[src/hdl/sspc_regs.vh]
// Field positions, reset values and codes of the synthesizer serial port
`ifndef SSPC_REGS_VH
`define SSPC_REGS_VH

`define SSPC_WORD_BITS      20
// Select field, serial bits 1 and 2 sit at word index 0 and 1
`define SSPC_SEL_REF        2'h0
`define SSPC_SEL_AB         2'h2
`define SSPC_SEL_MODE       2'h1
`define SSPC_SEL_NONE       2'h3
// Reference count, serial bits 3..17
`define SSPC_REF_LSB        2
`define SSPC_REF_MSB        16
// Swallow count bits 3..9, main count bits 10..20
`define SSPC_SWL_LSB        2
`define SSPC_SWL_MSB        8
`define SSPC_MAIN_LSB       9
`define SSPC_MAIN_MSB       19
// Mode word positions
`define SSPC_M0_POS         2
`define SSPC_M2_LSB         4
`define SSPC_M2_MSB         10
`define SSPC_M13_LSB        15
`define SSPC_M13_MSB        17
// Reset values
`define SSPC_REF_RST        15'h0003
`define SSPC_SWL_RST        7'h00
`define SSPC_MAIN_RST       11'h003
`define SSPC_MODE_RST       16'h0000
// Mode bit indices
`define SSPC_MB_ENABLE      0
`define SSPC_MB_PRESC       2
`define SSPC_MB_LD0         7
`define SSPC_MB_LD1         8
`define SSPC_MB_LD2         13
// Prescaler moduli
`define SSPC_PRESC_LO       7'h20
`define SSPC_PRESC_HI       7'h40
// Power state codes
`define SSPC_ST_OFF         3'h0
`define SSPC_ST_SAVE        3'h1
`define SSPC_ST_RX          3'h2
`define SSPC_ST_TX          3'h3
`define SSPC_ST_IDLE        3'h4

`endif

[src/hdl/sspc_pin_sync.v]
// Three-stage pin synchroniser with agreement filter
`timescale 1ns/1ps
`default_nettype none
module sspc_pin_sync (
    input  wire clock,
    input  wire reset_n,
    input  wire pinIn,
    output reg  level,
    output reg  rise
);
    reg [2:0] stage_q;

    // Capture pin, change accepted once stages two and three agree
    always @(posedge clock or negedge reset_n) begin
        if (!reset_n) begin
            stage_q <= 3'h0;
            level   <= 1'b0;
            rise    <= 1'b0;
        end else begin
            stage_q <= {stage_q[1:0], pinIn};
            rise    <= 1'b0;
            if (stage_q[1] == stage_q[2] && stage_q[2] != level) begin
                level <= stage_q[2];
                rise  <= stage_q[2];
            end
        end
    end
endmodule // sspc_pin_sync
`default_nettype wire

[src/hdl/sspc_divider.v]
// Programmable divide-by-N counter on a sampled input clock
`timescale 1ns/1ps
`default_nettype none
module sspc_divider (
    input  wire        clock,
    input  wire        reset_n,
    input  wire        enable,
    input  wire        tick,
    input  wire [17:0] divisor,
    output reg         pulse,
    output reg         wave
);
    reg [17:0] count_q;

    // Count input edges, pulse every divisor edges
    always @(posedge clock or negedge reset_n) begin
        if (!reset_n) begin
            count_q <= 18'h0_0000;
            pulse   <= 1'b0;
            wave    <= 1'b0;
        end else begin
            pulse <= 1'b0;
            if (!enable) begin
                count_q <= 18'h0_0000;
                wave    <= 1'b0;
            end else if (tick) begin
                if (count_q + 18'h0_0001 >= divisor) begin
                    count_q <= 18'h0_0000;
                    pulse   <= 1'b1;
                    wave    <= 1'b1;
                end else begin
                    count_q <= count_q + 18'h0_0001;
                    if (count_q + 18'h0_0001 >= {1'b0, divisor[17:1]})
                        wave <= 1'b0;
                end
            end
        end
    end
endmodule // sspc_divider
`default_nettype wire

[src/hdl/sspc_serial_power.v]
// Serial programming port and power-enable logic of the synthesizer
`timescale 1ns/1ps
`default_nettype none
`include "sspc_regs.vh"
module sspc_serial_power (
    input  wire        clock,
    input  wire        reset_n,
    input  wire        serialClock,
    input  wire        serialData,
    input  wire        latchStrobe,
    input  wire        powerEnablePinFirst,
    input  wire        powerEnablePinSecond,
    input  wire        refInput,
    input  wire        oscInput,
    input  wire        lockDetect,
    output reg         lockOutputPin,
    output wire        loBufferEnable,
    output wire        synthEnable,
    output wire        receiveActive,
    output wire        transmitActive,
    output wire        loopSaveMode,
    output reg  [2:0]  powerState,
    output reg  [14:0] refCount,
    output reg  [6:0]  swallowCount,
    output reg  [10:0] mainCount,
    output reg  [15:0] modeWord,
    output wire        refPhasePulse,
    output wire        oscPhasePulse
);
    // Synchronised pins
    wire sclkLevel;
    wire sclkRise;
    wire sdatLevel;
    wire latchLevel;
    wire latchRise;
    wire pe1Level;
    wire pe2Level;
    wire refRise;
    wire oscRise;
    wire refWave;
    wire oscWave;

    // Shift register and readback
    reg  [19:0] shift_q;
    reg  [19:0] lastWord_q;
    reg         latchPrev_q;
    reg         latchArmed_q;

    // Oscillator divider state
    reg  [6:0]  prescCount_q;
    reg         prescPhase_q;
    reg  [10:0] mainCnt_q;
    reg  [6:0]  swlCnt_q;
    reg  [1:0]  pinPair;
    reg  [2:0]  stateNext;

    wire        synthBit;
    wire        loopOn;
    wire        prescPulse;
    wire [6:0]  prescMod;

    // Decode select field into a target code
    function [1:0] sspcSelect;
        input [19:0] word;
        begin
            sspcSelect = word[1:0];
        end
    endfunction

    // Fold the shifted word into the mode layout
    function [15:0] sspcModeOf;
        input [19:0] word;
        begin
            sspcModeOf = 16'h0000;
            sspcModeOf[0] = word[`SSPC_M0_POS];
            sspcModeOf[8:2] = word[`SSPC_M2_MSB:`SSPC_M2_LSB];
            sspcModeOf[15:13] = word[`SSPC_M13_MSB:`SSPC_M13_LSB];
        end
    endfunction

    // Pin synchronisers, one per outside input except lockDetect
    sspc_pin_sync uSyncSclk (
        .clock   (clock),
        .reset_n (reset_n),
        .pinIn   (serialClock),
        .level   (sclkLevel),
        .rise    (sclkRise)
    );
    sspc_pin_sync uSyncData (
        .clock   (clock),
        .reset_n (reset_n),
        .pinIn   (serialData),
        .level   (sdatLevel),
        .rise    ()
    );
    sspc_pin_sync uSyncLatch (
        .clock   (clock),
        .reset_n (reset_n),
        .pinIn   (latchStrobe),
        .level   (latchLevel),
        .rise    (latchRise)
    );
    sspc_pin_sync uSyncPe1 (
        .clock   (clock),
        .reset_n (reset_n),
        .pinIn   (powerEnablePinFirst),
        .level   (pe1Level),
        .rise    ()
    );
    sspc_pin_sync uSyncPe2 (
        .clock   (clock),
        .reset_n (reset_n),
        .pinIn   (powerEnablePinSecond),
        .level   (pe2Level),
        .rise    ()
    );
    sspc_pin_sync uSyncRef (
        .clock   (clock),
        .reset_n (reset_n),
        .pinIn   (refInput),
        .level   (),
        .rise    (refRise)
    );
    sspc_pin_sync uSyncOsc (
        .clock   (clock),
        .reset_n (reset_n),
        .pinIn   (oscInput),
        .level   (),
        .rise    (oscRise)
    );

    // Arm word transfer only after the strobe is seen falling.
    // The synchroniser leaves reset low while an idle strobe sits
    // high, so the first rise after reset is no frame end; without
    // this, that false rise would load an all-zero word.
    always @(posedge clock or negedge reset_n) begin
        if (!reset_n) begin
            latchPrev_q  <= 1'b0;
            latchArmed_q <= 1'b0;
        end else begin
            latchPrev_q <= latchLevel;
            if (latchPrev_q && !latchLevel) begin
                latchArmed_q <= 1'b1;
            end else if (latchRise) begin
                latchArmed_q <= 1'b0;
            end
        end
    end

    // Shift register, MSB first, only while strobe low.
    // Clock and data pass equal synchroniser depth, so data seen
    // at the clock rise is the level the host set before it.
    always @(posedge clock or negedge reset_n) begin
        if (!reset_n) begin
            shift_q <= 20'h0_0000;
        end else if (sclkRise && !latchLevel) begin
            shift_q <= {shift_q[18:0], sdatLevel};
        end
    end

    // Word transfer on strobe rise; registers never cleared by power
    always @(posedge clock or negedge reset_n) begin
        if (!reset_n) begin
            refCount     <= `SSPC_REF_RST;
            swallowCount <= `SSPC_SWL_RST;
            mainCount    <= `SSPC_MAIN_RST;
            modeWord     <= `SSPC_MODE_RST;
            lastWord_q   <= 20'h0_0000;
        end else if (latchRise && latchArmed_q) begin
            lastWord_q <= shift_q;
            case (sspcSelect(shift_q))
                `SSPC_SEL_REF: begin
                    refCount <= shift_q[`SSPC_REF_MSB:`SSPC_REF_LSB];
                end
                `SSPC_SEL_AB: begin
                    swallowCount <= shift_q[`SSPC_SWL_MSB:`SSPC_SWL_LSB];
                    mainCount    <= shift_q[`SSPC_MAIN_MSB:`SSPC_MAIN_LSB];
                end
                `SSPC_SEL_MODE: begin
                    modeWord <= sspcModeOf(shift_q);
                end
                default: begin
                    lastWord_q <= lastWord_q;
                end
            endcase
        end
    end

    // Power decisions
    assign synthBit       = modeWord[`SSPC_MB_ENABLE];
    assign synthEnable    = synthBit & (pe1Level | pe2Level);
    assign loBufferEnable = pe1Level | pe2Level;
    assign receiveActive  = (powerState == `SSPC_ST_RX);
    assign transmitActive = (powerState == `SSPC_ST_TX);
    assign loopSaveMode   = (powerState == `SSPC_ST_SAVE);
    assign loopOn         = synthEnable &&
                            (powerState != `SSPC_ST_IDLE);

    // Truth table of pin pair with enable bit
    always @* begin
        pinPair = {pe1Level, pe2Level};
        if (!synthBit) begin
            stateNext = `SSPC_ST_OFF;
        end else begin
            case (pinPair)
                2'h3: stateNext = `SSPC_ST_RX;
                2'h2: stateNext = `SSPC_ST_TX;
                2'h0: stateNext = `SSPC_ST_SAVE;
                2'h1: stateNext = `SSPC_ST_IDLE;
                default: stateNext = `SSPC_ST_OFF;
            endcase
        end
    end

    // Registered power state
    // One cycle behind the synchronised pins, free of glitches
    always @(posedge clock or negedge reset_n) begin
        if (!reset_n) begin
            powerState <= `SSPC_ST_OFF;
        end else begin
            powerState <= stateNext;
        end
    end

    // Reference divider feeding the phase detector
    // Held cleared while the loop is off, so it restarts in phase
    // when the enable bit or a power pin returns
    sspc_divider uRefDiv (
        .clock   (clock),
        .reset_n (reset_n),
        .enable  (loopOn),
        .tick    (refRise),
        .divisor ({3'h0, refCount}),
        .pulse   (refPhasePulse),
        .wave    (refWave)
    );

    // Prescaler modulus from mode bit 2
    assign prescMod = modeWord[`SSPC_MB_PRESC] ? `SSPC_PRESC_HI
                                               : `SSPC_PRESC_LO;

    // Dual-modulus prescaler: P+1 while swallow remains, else P
    // The count runs 0..P while swallowing and 0..P-1 otherwise.
    // Limitation: a swallow count above the main count is only
    // partly honoured, as in any dual-modulus divider.
    always @(posedge clock or negedge reset_n) begin
        if (!reset_n) begin
            prescCount_q <= 7'h00;
        end else if (!loopOn) begin
            prescCount_q <= 7'h00;
        end else if (oscRise) begin
            if (prescPulse)
                prescCount_q <= 7'h00;
            else
                prescCount_q <= prescCount_q + 7'h01;
        end
    end
    assign prescPulse = oscRise &&
        (prescCount_q == ((swlCnt_q != 7'h00) ? prescMod : prescMod - 7'h01));

    // Main and swallow counters give P*B+A overall
    // Swallow reloads at each output pulse and while the loop is
    // off, so a new swallow count applies from the next cycle
    always @(posedge clock or negedge reset_n) begin
        if (!reset_n) begin
            mainCnt_q    <= 11'h000;
            swlCnt_q     <= 7'h00;
            prescPhase_q <= 1'b0;
        end else if (!loopOn) begin
            mainCnt_q    <= 11'h000;
            swlCnt_q     <= swallowCount;
            prescPhase_q <= 1'b0;
        end else begin
            prescPhase_q <= 1'b0;
            if (prescPulse) begin
                if (mainCnt_q + 11'h001 >= mainCount) begin
                    mainCnt_q    <= 11'h000;
                    swlCnt_q     <= swallowCount;
                    prescPhase_q <= 1'b1;
                end else begin
                    mainCnt_q <= mainCnt_q + 11'h001;
                    if (swlCnt_q != 7'h00)
                        swlCnt_q <= swlCnt_q - 7'h01;
                end
            end
        end
    end
    assign oscPhasePulse = prescPhase_q;
    assign oscWave       = (mainCnt_q < {1'b0, mainCount[10:1]});

    // Lock pin multiplexer
    // Registered so the pin never glitches on a mode change;
    // readback shows the top bit of the last latched word whose select is not SSPC_SEL_NONE
    always @(posedge clock or negedge reset_n) begin
        if (!reset_n) begin
            lockOutputPin <= 1'b0;
        end else begin
            case ({modeWord[`SSPC_MB_LD2], modeWord[`SSPC_MB_LD1]})
                2'h0: lockOutputPin <= lockDetect;
                2'h1: lockOutputPin <= 1'b0;
                2'h2: lockOutputPin <= lastWord_q[19];
                default: begin
                    if (modeWord[`SSPC_MB_LD0])
                        lockOutputPin <= oscWave;
                    else
                        lockOutputPin <= refWave;
                end
            endcase
        end
    end
endmodule // sspc_serial_power
`default_nettype wire

[config.mk]
export PLATFORM = sky130hd
export DESIGN_NAME = sspc_serial_power
export DESIGN_NICKNAME = d
export VERILOG_FILES = /design/src/hdl/sspc_pin_sync.v /design/src/hdl/sspc_divider.v /design/src/hdl/sspc_serial_power.v
export VERILOG_INCLUDE_DIRS = /design/src /design/src/hdl
export SDC_FILE = /design/constraint.sdc
export NUM_CORES = 1
export LEC_CHECK = 0
export ABC_CLOCK_PERIOD_IN_PS = 3750
export BUFFER_PORTS_ARGS = -buffer_cell sky130_fd_sc_hd__buf_2
export CAP_MARGIN = 40
export CORE_ASPECT_RATIO = 0.7
export CORE_MARGIN = 5
export CORE_UTILIZATION = 40
export CTS_CLUSTER_SIZE = 14
export DETAILED_ROUTE_END_ITERATION = 8
export PLACE_DENSITY = 0.68
export SYNTH_ARGS = -nofsm -noshare
export SYNTH_HDL_FRONTEND = slang
export SYNTH_SLANG_ARGS = --single-unit
[constraint.sdc]
create_clock -name clock -period 3.75 [get_ports clock]
set_input_delay 0.375 -clock clock [delete_from_list [all_inputs] [get_ports clock]]
set_output_delay 0.375 -clock clock [all_outputs]
set_load 0.01 [all_outputs]
==> results of run 1 <==
==> Yosys cell counts, types with 2 or more instances <==
library cell  number
dfrtp_1          145
ha_1              54
mux2_2            54
nand2_1           49
o21ai_0           40
inv_1             36
a21oi_1           32
nor2_1            30
nand3_1           22
nand2b_1          19
xnor2_1           17
nand4_1           14
clkbuf_1          13
a21o_1            11
xor2_1            10
and3_1             7
nor3_1             7
o22ai_1            7
buf_4              6
maj3_1             6
nor2b_1            6
o2bb2ai_1          6
and2_1             5
dfstp_2            4
nor4_1             4
or2_2              4
or3_1              4
a22o_1             3
buf_2              3
nor3b_1            3
a2111oi_0          2
a211oi_1           2
a22o_2             2
a22oi_1            2
a32oi_1            2
and4_1             2
buf_1              2
buf_6              2
mux2i_1            2
o211ai_1           2
o21a_1             2
or4_1              2
==> layout by cell type, fill, tap and decap left out, types with 5 or more instances in the layout <==
cell type | netlist | final
ha_1 | 54 | 54
o22ai_1 | 7 | 7
a21oi_1 | 32 | 31
clkinv_8 | 0 | 5
buf_4 | 6 | 8
a21o_1 | 11 | 11
nand2b_1 | 19 | 19
xor2_1 | 10 | 10
inv_8 | 0 | 7
conb_1 | 1 | 5
dfrtp_1 | 145 | 145
mux2_2 | 54 | 54
nand4_1 | 14 | 14
and2_1 | 5 | 5
buf_2 | 3 | 63
o21ai_0 | 40 | 40
xnor2_1 | 17 | 17
and3_1 | 7 | 7
nand3_1 | 22 | 22
nand2_1 | 49 | 49
maj3_1 | 6 | 6
inv_1 | 36 | 36
clkbuf_16 | 0 | 17
nor3_1 | 7 | 6
nor2_1 | 30 | 30
o2bb2ai_1 | 6 | 6
nor2b_1 | 6 | 5
==> power breakdown <==
part           switching, mW  internal, mW  leakage (nW)
clock network          0.807         0.974         0.305
logic                  0.290         0.181          1.93
registers              0.102          1.69          1.99
total                   1.20          2.85          4.22
==> layout make-up <==
cell class,instances,area [sq um],area share
clock inverters,15,206.4,0.02379
clock buffers,17,425.4,0.04901
well taps,236,295.3,0.03402
repair buffers,75,435.4,0.05017
inverters,37,138.9,0.01600
flip-flops and latches,149,3734,0.4302
multi-input cells,461,3445,0.3969
==> cell families after synthesis <==
group           Yosys count  synth area share
fa+ha+maj                60           0.09846
xor+xnor                 27           0.03165
mux                      56           0.08406
flops                   149            0.4997
compound gates          123            0.1050
simple gates            190            0.1378
other cells               1         0.0005019
buf+inv                  65           0.04287
==> routing by layer <==
| metal | part of all wire | wire length, microns |
|---|---|---|
| met1 | 0.52 | 8800 |
| met2 | 0.42 | 7103 |
| met3 | 0.051 | 856 |
| met4 | 0.0088 | 148 |
| met5 | 0 | 0 |
==> worst max-delay path, delay by kind of cell (launching register included) <==
| kind | cells | cell delay, ns |
|---|---|---|
| and+or+nand+nor | 7 | 1.46 |
| AOI/OAI and AO/OA | 4 | 0.88 |
| DFF | 1 | 0.48 |
| adders and majority gates | 1 | 0.29 |
| xor gates and xnor gates | 1 | 0.26 |
==> flip-flops by register name, summed over array words and instances (netlist names), 7 cells and up <==
register and flops:
refCount 15, swallowCount 7, shift_q 20, modeWord 11
uRefDiv.count_q 18, prescCount_q 7, mainCount 11, swlCnt_q 7
mainCnt_q 11
==> timing repair <==
action | 4_1_cts | 5_1_grt
setup endpoints to repair | 0 | 16
hold buffers | 1 | 0
hold endpoints to repair | 29 | 0
resized for setup | 0 | 1
==> metrics by stage <==
step | util | cells
2_1_floorplan | - | 675
4_1_cts | 0.4764 | 990
3_3_place_gp | 0.4390 | 955
3_5_place_dp | 0.4412 | 957
5_1_grt | 0.4766 | 990
6_report | 0.4766 | 990
==> final timing paths <==
check / from / cells after the start / endpoint
worst max-delay path: uRefDiv.count_q[2]$_DFFE_PN0P_ / 13 / uRefDiv.count_q[2]$_DFFE_PN0P_
worst min-delay path: powerEnablePinFirst / 1 / uSyncPe1.stage_q[0]$_DFF_PN0_
worst max register to register: uRefDiv.count_q[2]$_DFFE_PN0P_ / 13 / uRefDiv.count_q[2]$_DFFE_PN0P_
worst min register to register: uSyncPe1.stage_q[0]$_DFF_PN0_ / 0 / uSyncPe1.stage_q[1]$_DFF_PN0_
max in group asynchronous: reset_n / 4 / uRefDiv.count_q[0]$_DFFE_PN0P_
min in group asynchronous: reset_n / 2 / mainCnt_q[3]$_DFFE_PN0P_
==> reports/qor.txt, run 1 <==
number of warnings issued by yosys: 0
max-slew violation total from the final report: 0
average wire per cell in the routed design: 17.08 microns
TritonCTS clock tree: done
clk slew on worst S/H paths: 0.08 ns
area growth from synthesis to layout: 16.16%
met1 capacity usage during global routing: 0.2488
iteration-0 DRC count of the detailed router: 379
area leader, netlist: dfrtp_1
number of vias after detailed routing: 5237
final WL: 16910 microns
Post-DP Area: 8034 sq um
worst-skew pair later-pin latency: 0.42 ns
type of the tightest min-delay check: in -> reg
Worst Setup Slack post-DPL: 0.3002 ns
effective utilization at floorplan: 0.4103
mean instance size in the synthesized netlist: 11.14 sq um
slew at the pin closest to its max-slew limit: 0.8149 ns
final clock period utilization by the worst path: 0.9116
Total Power Consumption: 4.044 mW
maximum fanout along the worst path: 8
count of state elements after synthesis: 149
floorplan die area: 21560 sq um
number of placed I/O pins: 70
final number of setup-violating endpoints: 0
unrepaired setup endpoints after global routing: false
number of nets with antenna violations after detailed routing: 0
IR Drop Worst-Case VDD: 0.0002889 V
placer's final routability congestion estimate: 0.8484
synth unique cells: 68
total routing resource utilization after global routing: 0.1588
Critical Path RT: 4.12 ns
top_reg_cell synth: dfrtp_1
GR met3 Demand/Resource: 0.03398
CTS H-tree depth: 4
final layout net count: 805
met2 Use GR: 0.2232
buffers inserted by post-CTS timing repair: 0
fraction of post-synthesis cell area in the top cell type by area: 0.4856
setup slack on the worst flop-to-flop path: 0.33 ns
worst hold margin: 0.05455 ns
final worst-path setup slack: 0.3314 ns
DIE HEIGHT: 124.4 microns
kind of launch point of the worst setup path: flip-flop
cell leakage power: 4.215 nW
setup clock skew after layout: 0.01328 ns
capturing element type of the critical path: flip-flop
endpoints failing hold: 0
share of the yosys chip area belonging to registers: 0.4997
std cell rows: 41
clock root buffer: clkbuf_16
setup tns final: 0 ns
Initial DRT Pass Iterations: 5
f_max: 292.5 MHz
type of the worst setup path: reg -> reg
delay of the slowest cell on the worst path: 0.48 ns
pin count of the biggest net entering global routing: 65
crit path cell chain: and4_1, nand3_1, nor2_1, and4_1, xor2_1, ha_1, and3_1, a221oi_1, o21ai_0, a21oi_2, nand3_4, nor2_1, a22o_1
number of port buffers: 64
areal power density over the cells: 466.0 nW/um^2
detailed placer's ending HPWL: 12280 microns
synthesized cell area: 7472 sq um
area of all placed cells without fillers: 8680 sq um
number of antenna violations at the first check in global routing: 1
width of the chip: 173.4 microns
number of flops mapped to enable cells by yosys: 0
layout cell share with drive strength beyond 1: 0.2454
first-pass GRT wire length: 27950 microns
Sink Count: 149
Placeable Area: 18210 sq um
max-capacitance violation count: 0
total congestion overflow after global routing: 0
DRC violation count after routing: 0
number of cells produced by synthesis: 671
fraction of registers with async set/reset: 1.000
number of antenna diodes: 0
clock period minus final worst setup slack: 3.419 ns
clk buf depth: 2
arrival time at the worst endpoint: 3.78 ns
outcome: completed
most used routing layer: met1
relative max-transition margin: 0.4554
FILL cells: 1620
via/cell ratio: 5.290
cell type of the slowest stage on the worst timing path: dfrtp_1
number of global-route vias before repair: 5123
Num CTS Buffers: 17
cell types occupying the most area after synthesis: dfrtp_1 49%, ha_1 9.0%, mux2_2 8.1%
(Power assumes the default switching activity.)
==> run 2, diff against run 1 <==
CELL_PAD_IN_SITES_DETAIL_PLACEMENT = 1   (was default)
CELL_PAD_IN_SITES_GLOBAL_PLACEMENT = 1   (was default)
PLACE_DENSITY = 0.79   (was 0.68)
==> reports/qor.txt, run 2 (synthesis results as in run 1) <==
number of vias after detailed routing: 5411
max-capacitance violation count: 0
worst-skew pair later-pin latency: 0.44 ns
iteration-0 DRC count of the detailed router: 331
f_max: 288.3 MHz
number of antenna violations at the first check in global routing: 0
endpoints failing hold: 3
floorplan die area: 21560 sq um
Critical Path RT: 4.11 ns
detailed placer's ending HPWL: 14120 microns
final number of setup-violating endpoints: 0
number of antenna diodes: 0
most common cell after layout, fill and taps aside: dfrtp_1
type of the worst setup path: reg -> reg
Num CTS Buffers: 17
final clock period utilization by the worst path: 0.9249
pin count of the biggest net entering global routing: 95
number of nets with antenna violations after detailed routing: 0
average wire per cell in the routed design: 19.89 microns
via/cell ratio: 5.488
DIE HEIGHT: 124.4 microns
setup clock skew after layout: 0.009571 ns
Initial DRT Pass Iterations: 4
clk slew on worst S/H paths: 0.07 ns
worst hold margin: -0.01192 ns
flip-flop count of the largest register, all copies and words added: 20
type of the tightest min-delay check: in -> async
Top Registers: shift_q x20, uRefDiv.count_q x18, refCount x15
Biggest register: shift_q
delay of the slowest cell on the worst path: 0.50 ns
capturing element type of the critical path: flip-flop
failing checks: negative hold slack
max-slew violation total from the final report: 0
clock period minus final worst setup slack: 3.469 ns
commonest cells after routing, fill and taps aside: 144 x dfrtp_1, 63 x buf_2, 54 x mux2_2
number of port buffers: 64
std cell rows: 41
number of global-route vias before repair: 6023
first-pass GRT wire length: 32440 microns
layout cell share with drive strength beyond 1: 0.2440
Total Power Consumption: 3.999 mW
width of the chip: 173.4 microns
# placed instances: 954
arrival time at the worst endpoint: 3.83 ns
area growth from synthesis to layout: 15.14%
total routing resource utilization after global routing: 0.1879
cell leakage power: 4.170 nW
setup tns final: 0 ns
clk buf depth: 2
Placeable Area: 18210 sq um
number of placed I/O pins: 70
total congestion overflow after global routing: 0
relative max-transition margin: 0.4227
final WL: 19620 microns
outcome: finished, violations left
final layout net count: 801
Sink Count: 149
slew at the pin closest to its max-slew limit: 0.8660 ns
placer's final routability congestion estimate: 0.8782
unrepaired setup endpoints after global routing: false
crit path cell chain: ha_1, nand3_1, nor2_1, nand3_1, xnor2_1, ha_1, nand2_1, nor2_1, a211oi_1, o21ai_0, or2_2, o21ai_0, a32o_1
kind of launch point of the worst setup path: flip-flop
clock root buffer: clkbuf_16
TritonCTS clock tree: done
effective utilization at floorplan: 0.4103
cell type of the slowest stage on the worst timing path: dfrtp_1
Cell Count, Final, Fillers Out: 986
maximum fanout along the worst path: 16
CTS H-tree depth: 4
areal power density over the cells: 464.8 nW/um^2
buffers inserted by post-CTS timing repair: 0
IR Drop Worst-Case VDD: 0.0002774 V
DRC violation count after routing: 0
run 2: area by class of cell:
cell class                      instances  area (sq um)
Sequential cell                       149          3735
Tap cell                              236         295.3
Multi-Input combinational cell        461          3443
Inverter                               37         138.9
Clock buffer                           17         425.4
Clock inverter                         15         173.9
Fill cell                            1964          9608
Timing Repair Buffer                   71         391.6
run 2: final timing paths:
| kind | start | depth (start not counted) | slack, ns | end |
|---|---|---|---|---|
| worst max-delay path | mainCnt_q[0]$_DFFE_PN0P_ | 13 | 0.28 | swlCnt_q[6]$_DFFE_PN0P_ |
| min in group clock | latchStrobe | 1 | 0.04 | uSyncLatch.stage_q[0]$_DFF_PN0_ |
| max in group asynchronous | reset_n | 2 | 2.89 | refCount[1]$_DFFE_PN1P_ |
| worst min register to register | uSyncData.stage_q[0]$_DFF_PN0_ | 0 | 0.35 | uSyncData.stage_q[1]$_DFF_PN0_ |
| worst max register to register | mainCnt_q[0]$_DFFE_PN0P_ | 13 | 0.28 | swlCnt_q[6]$_DFFE_PN0P_ |
| worst min-delay path | reset_n | 1 | -0.01 | uSyncSclk.stage_q[1]$_DFF_PN0_ |
run 2: report_power, final:
part	switching [mW]	internal, mW	total [mW]
combinational	0.301	0.171	0.472
sequential	0.100	1.69	1.79
clock	0.780	0.955	1.73
run 2: worst max-delay path, delay by kind of cell, from the launching register on:
family	cells	cell delay [ns]
xor gates and xnor gates	1	0.23
and+or+nand+nor	6	1.28
AOI/OAI and AO/OA	4	0.81
DFF	1	0.50
adders and majority gates	2	0.58
run 2: repair_timing:
action	in CTS	in global routing
endpoints found under the setup margin	0	8
hold buffers	0	0
gates resized for setup	0	3
run 2: routing by layer:
metal / GRT usage / wire length, microns
met3: 0.04217 / 1034
met1: 0.2554 / 9240
met4: 0.06051 / 321
met2: 0.2995 / 9020
met5: 0 / 0
run 2: stage by stage:
stage                     setup slack (ns)  hold slack (ns)  cell area, sq um    util
after floorplan                     0.4785          0.07941              7487       -
after global placement              0.4590           0.3344              7998  0.4392
after detailed placement            0.3084           0.3386              7998  0.4392
after CTS                           0.2771          0.02405              8597  0.4721
after global routing               0.02803          0.01921              8603  0.4724
final                               0.2815         -0.01192              8603  0.4724
==> run 3, diff against run 2 <==
ABC_AREA = 1   (was default)
PLACE_DENSITY = 0.82   (was 0.79)
==> reports/qor.txt, run 3 <==
number of port buffers: 64
CTS H-tree depth: 4
f_max: 296.0 MHz
DIE HEIGHT: 124.4 microns
setup clock skew after layout: 0.008348 ns
type of the tightest min-delay check: in -> async
layout cell share with drive strength beyond 1: 0.1201
number of global-route vias before repair: 6479
IR Drop Worst-Case VDD: 0.0003295 V
Num CTS Buffers: 17
mean instance size in the synthesized netlist: 8.472 sq um
Top Family by Delay on Critical Path: simple AND/OR/NAND/NOR gates
crit path cell chain: ha_1, nand2_1, nor2_1, nand2_1, xor2_1, inv_1, ha_1, nand2_1, o21ai_0, a21oi_1, and2_1, nand3_1, buf_4, clkinv_1, nand2_1, nand2_1, nand2_1, nand2_1
Total Power Consumption: 4.025 mW
first-pass GRT wire length: 33360 microns
buffers inserted by post-CTS timing repair: 0
top_reg_cell synth: dfrtp_1
count of state elements after synthesis: 149
number of flops mapped to enable cells by yosys: 0
Post-CTS Hold Fix Bufs: 0
cell type of the slowest stage on the worst timing path: dfrtp_1
total congestion overflow after global routing: 0
area leader, netlist: dfrtp_1
cell leakage power: 4.448 nW
maximum fanout along the worst path: 13
cell types with the highest counts after synthesis: 239 x nand2_1, 145 x dfrtp_1, 122 x inv_1
post-cts resize count: 0
Sink Count: 149
average wire per cell in the routed design: 16.55 microns
final number of setup-violating endpoints: 0
max-slew violation total from the final report: 0
area growth from synthesis to layout: 15.64%
Biggest register: shift_q
critical path buffer and inverter count: 3
via/cell ratio: 5.003
number of cells produced by synthesis: 883
cell types occupying the most area after synthesis: dfrtp_1 49%, nand2_1 12%, ha_1 9.0%
worst-skew pair later-pin latency: 0.44 ns
# placed instances: 1170
slew at the pin closest to its max-slew limit: 0.9244 ns
type of the worst setup path: reg -> reg
number of nets with antenna violations after detailed routing: 0
number of antenna violations at the first check in global routing: 0
synthesized cell area: 7481 sq um
endpoints failing hold: 37
Placeable Area: 18210 sq um
failing checks: negative hold slack
pin count of the biggest net entering global routing: 79
number of warnings issued by yosys: 0
areal power density over the cells: 465.3 nW/um^2
TritonCTS clock tree: done
most common cell after layout, fill and taps aside: nand2_1
DRC violation count after routing: 0
number of antenna diodes: 0
effective utilization at floorplan: 0.4108
setup tns final: 0 ns
clk slew on worst S/H paths: 0.07 ns
kind of launch point of the worst setup path: flip-flop
synth unique cells: 31
placer's final routability congestion estimate: 0.8526
std cell rows: 41
total routing resource utilization after global routing: 0.1905
Finished Core Util: 0.4750
final clock period utilization by the worst path: 0.9008
flip-flop count of the largest register, all copies and words added: 20
floorplan die area: 21580 sq um
final layout net count: 1017
unrepaired setup endpoints after global routing: false
Initial DRT Pass Iterations: 4
relative max-transition margin: 0.3820
fraction of registers with async set/reset: 1.000
arrival time at the worst endpoint: 3.70 ns
worst hold margin: -0.04381 ns
share of the yosys chip area belonging to registers: 0.4991
delay of the slowest cell on the worst path: 0.50 ns
commonest cells after routing, fill and taps aside: 239 x nand2_1, 145 x dfrtp_1, 122 x inv_1
clock root buffer: clkbuf_16
clk buf depth: 2
most frequent cell after synthesis: nand2_1
width of the chip: 173.5 microns
capturing element type of the critical path: flip-flop
outcome: finished, violations left
iteration-0 DRC count of the detailed router: 283
Top Registers: shift_q x20, uRefDiv.count_q x18, refCount x15
final WL: 19900 microns
detailed placer's ending HPWL: 14710 microns
clock period minus final worst setup slack: 3.378 ns
number of vias after detailed routing: 6014
Critical Path RT: 4.07 ns
fraction of post-synthesis cell area in the top cell type by area: 0.4850
number of placed I/O pins: 70
max-capacitance violation count: 0
most used cell, CP: nand2_1
Cell Count, Final, Fillers Out: 1202
[run 3: cell types whose count changed after synthesis, moves of 8 or more]
cell      delta
xnor2_1     -13
nor3_1       +8
xor2_1      +15
a21o_1      -11
nand2_1    +190
nand2b_1    -19
nand3_1     +20
a21oi_1     -11
o21ai_0     +61
nor2_1      +23
inv_1       +86
mux2_2      -54
[run 3: cell type report]
type | instances | area, sq um
fill | 2171 | 9560
sequential | 149 | 3734
multi-input combinational | 591 | 3178
inverter | 124 | 465.4
clock buffer | 18 | 429.2
timing repair buffer | 70 | 391.6
tap | 236 | 295.3
clock inverter | 14 | 157.7
[run 3: routing by layer]
layer,global-route usage,up-vias,wire (microns)
li1,-,2937,-
met1,0.2673,2973,9824
met2,0.2965,86,9050
met3,0.04794,18,813
met4,0.04784,0,206
met5,0,-,0
[run 3: cell families after synthesis]
logic type / count (synthesis) / synth area share
compound gates: 135 / 0.09466
xor+xnor: 29 / 0.03395
fa+ha+maj: 57 / 0.09433
buf+inv: 147 / 0.07811
flops: 149 / 0.4991
other cells: 1 / 0.0005013
simple gates: 365 / 0.1994
[run 3: metrics by stage]
stage / hold WS, ns / setup WS (ns) / area (sq um)
finish: -0.04381 / 0.3721 / 8651
global route: 0.01335 / 0.1102 / 8651
CTS: 0.0007240 / 0.4312 / 8651
detailed placement: 0.3394 / 0.4856 / 8064
global placement: 0.3323 / 0.6311 / 8049
floorplan: 0.07941 / 1.222 / 7496
[run 3: where the power goes]
part           switching [mW]  leakage (nW)  internal, mW
logic                   0.367          2.17         0.150
registers              0.0719          1.98          1.71
clock network           0.778         0.292         0.950
[run 3: final timing paths]
| kind | from | endpoint | slack, ns | depth (start not counted) |
|---|---|---|---|---|
| min reg2reg | uSyncRef.stage_q[0]$_DFF_PN0_ | uSyncRef.stage_q[1]$_DFF_PN0_ | 0.35 | 0 |
| max in group asynchronous | reset_n | shift_q[3]$_DFFE_PN0P_ | 2.94 | 2 |
| max reg2reg | mainCnt_q[0]$_DFFE_PN0P_ | swlCnt_q[4]$_DFFE_PN0P_ | 0.37 | 18 |
| min | reset_n | lockOutputPin$_DFF_PN0_ | -0.04 | 1 |
| min in group clock | refInput | uSyncRef.stage_q[0]$_DFF_PN0_ | 0.04 | 1 |
| max | mainCnt_q[0]$_DFFE_PN0P_ | swlCnt_q[4]$_DFFE_PN0P_ | 0.37 | 18 |
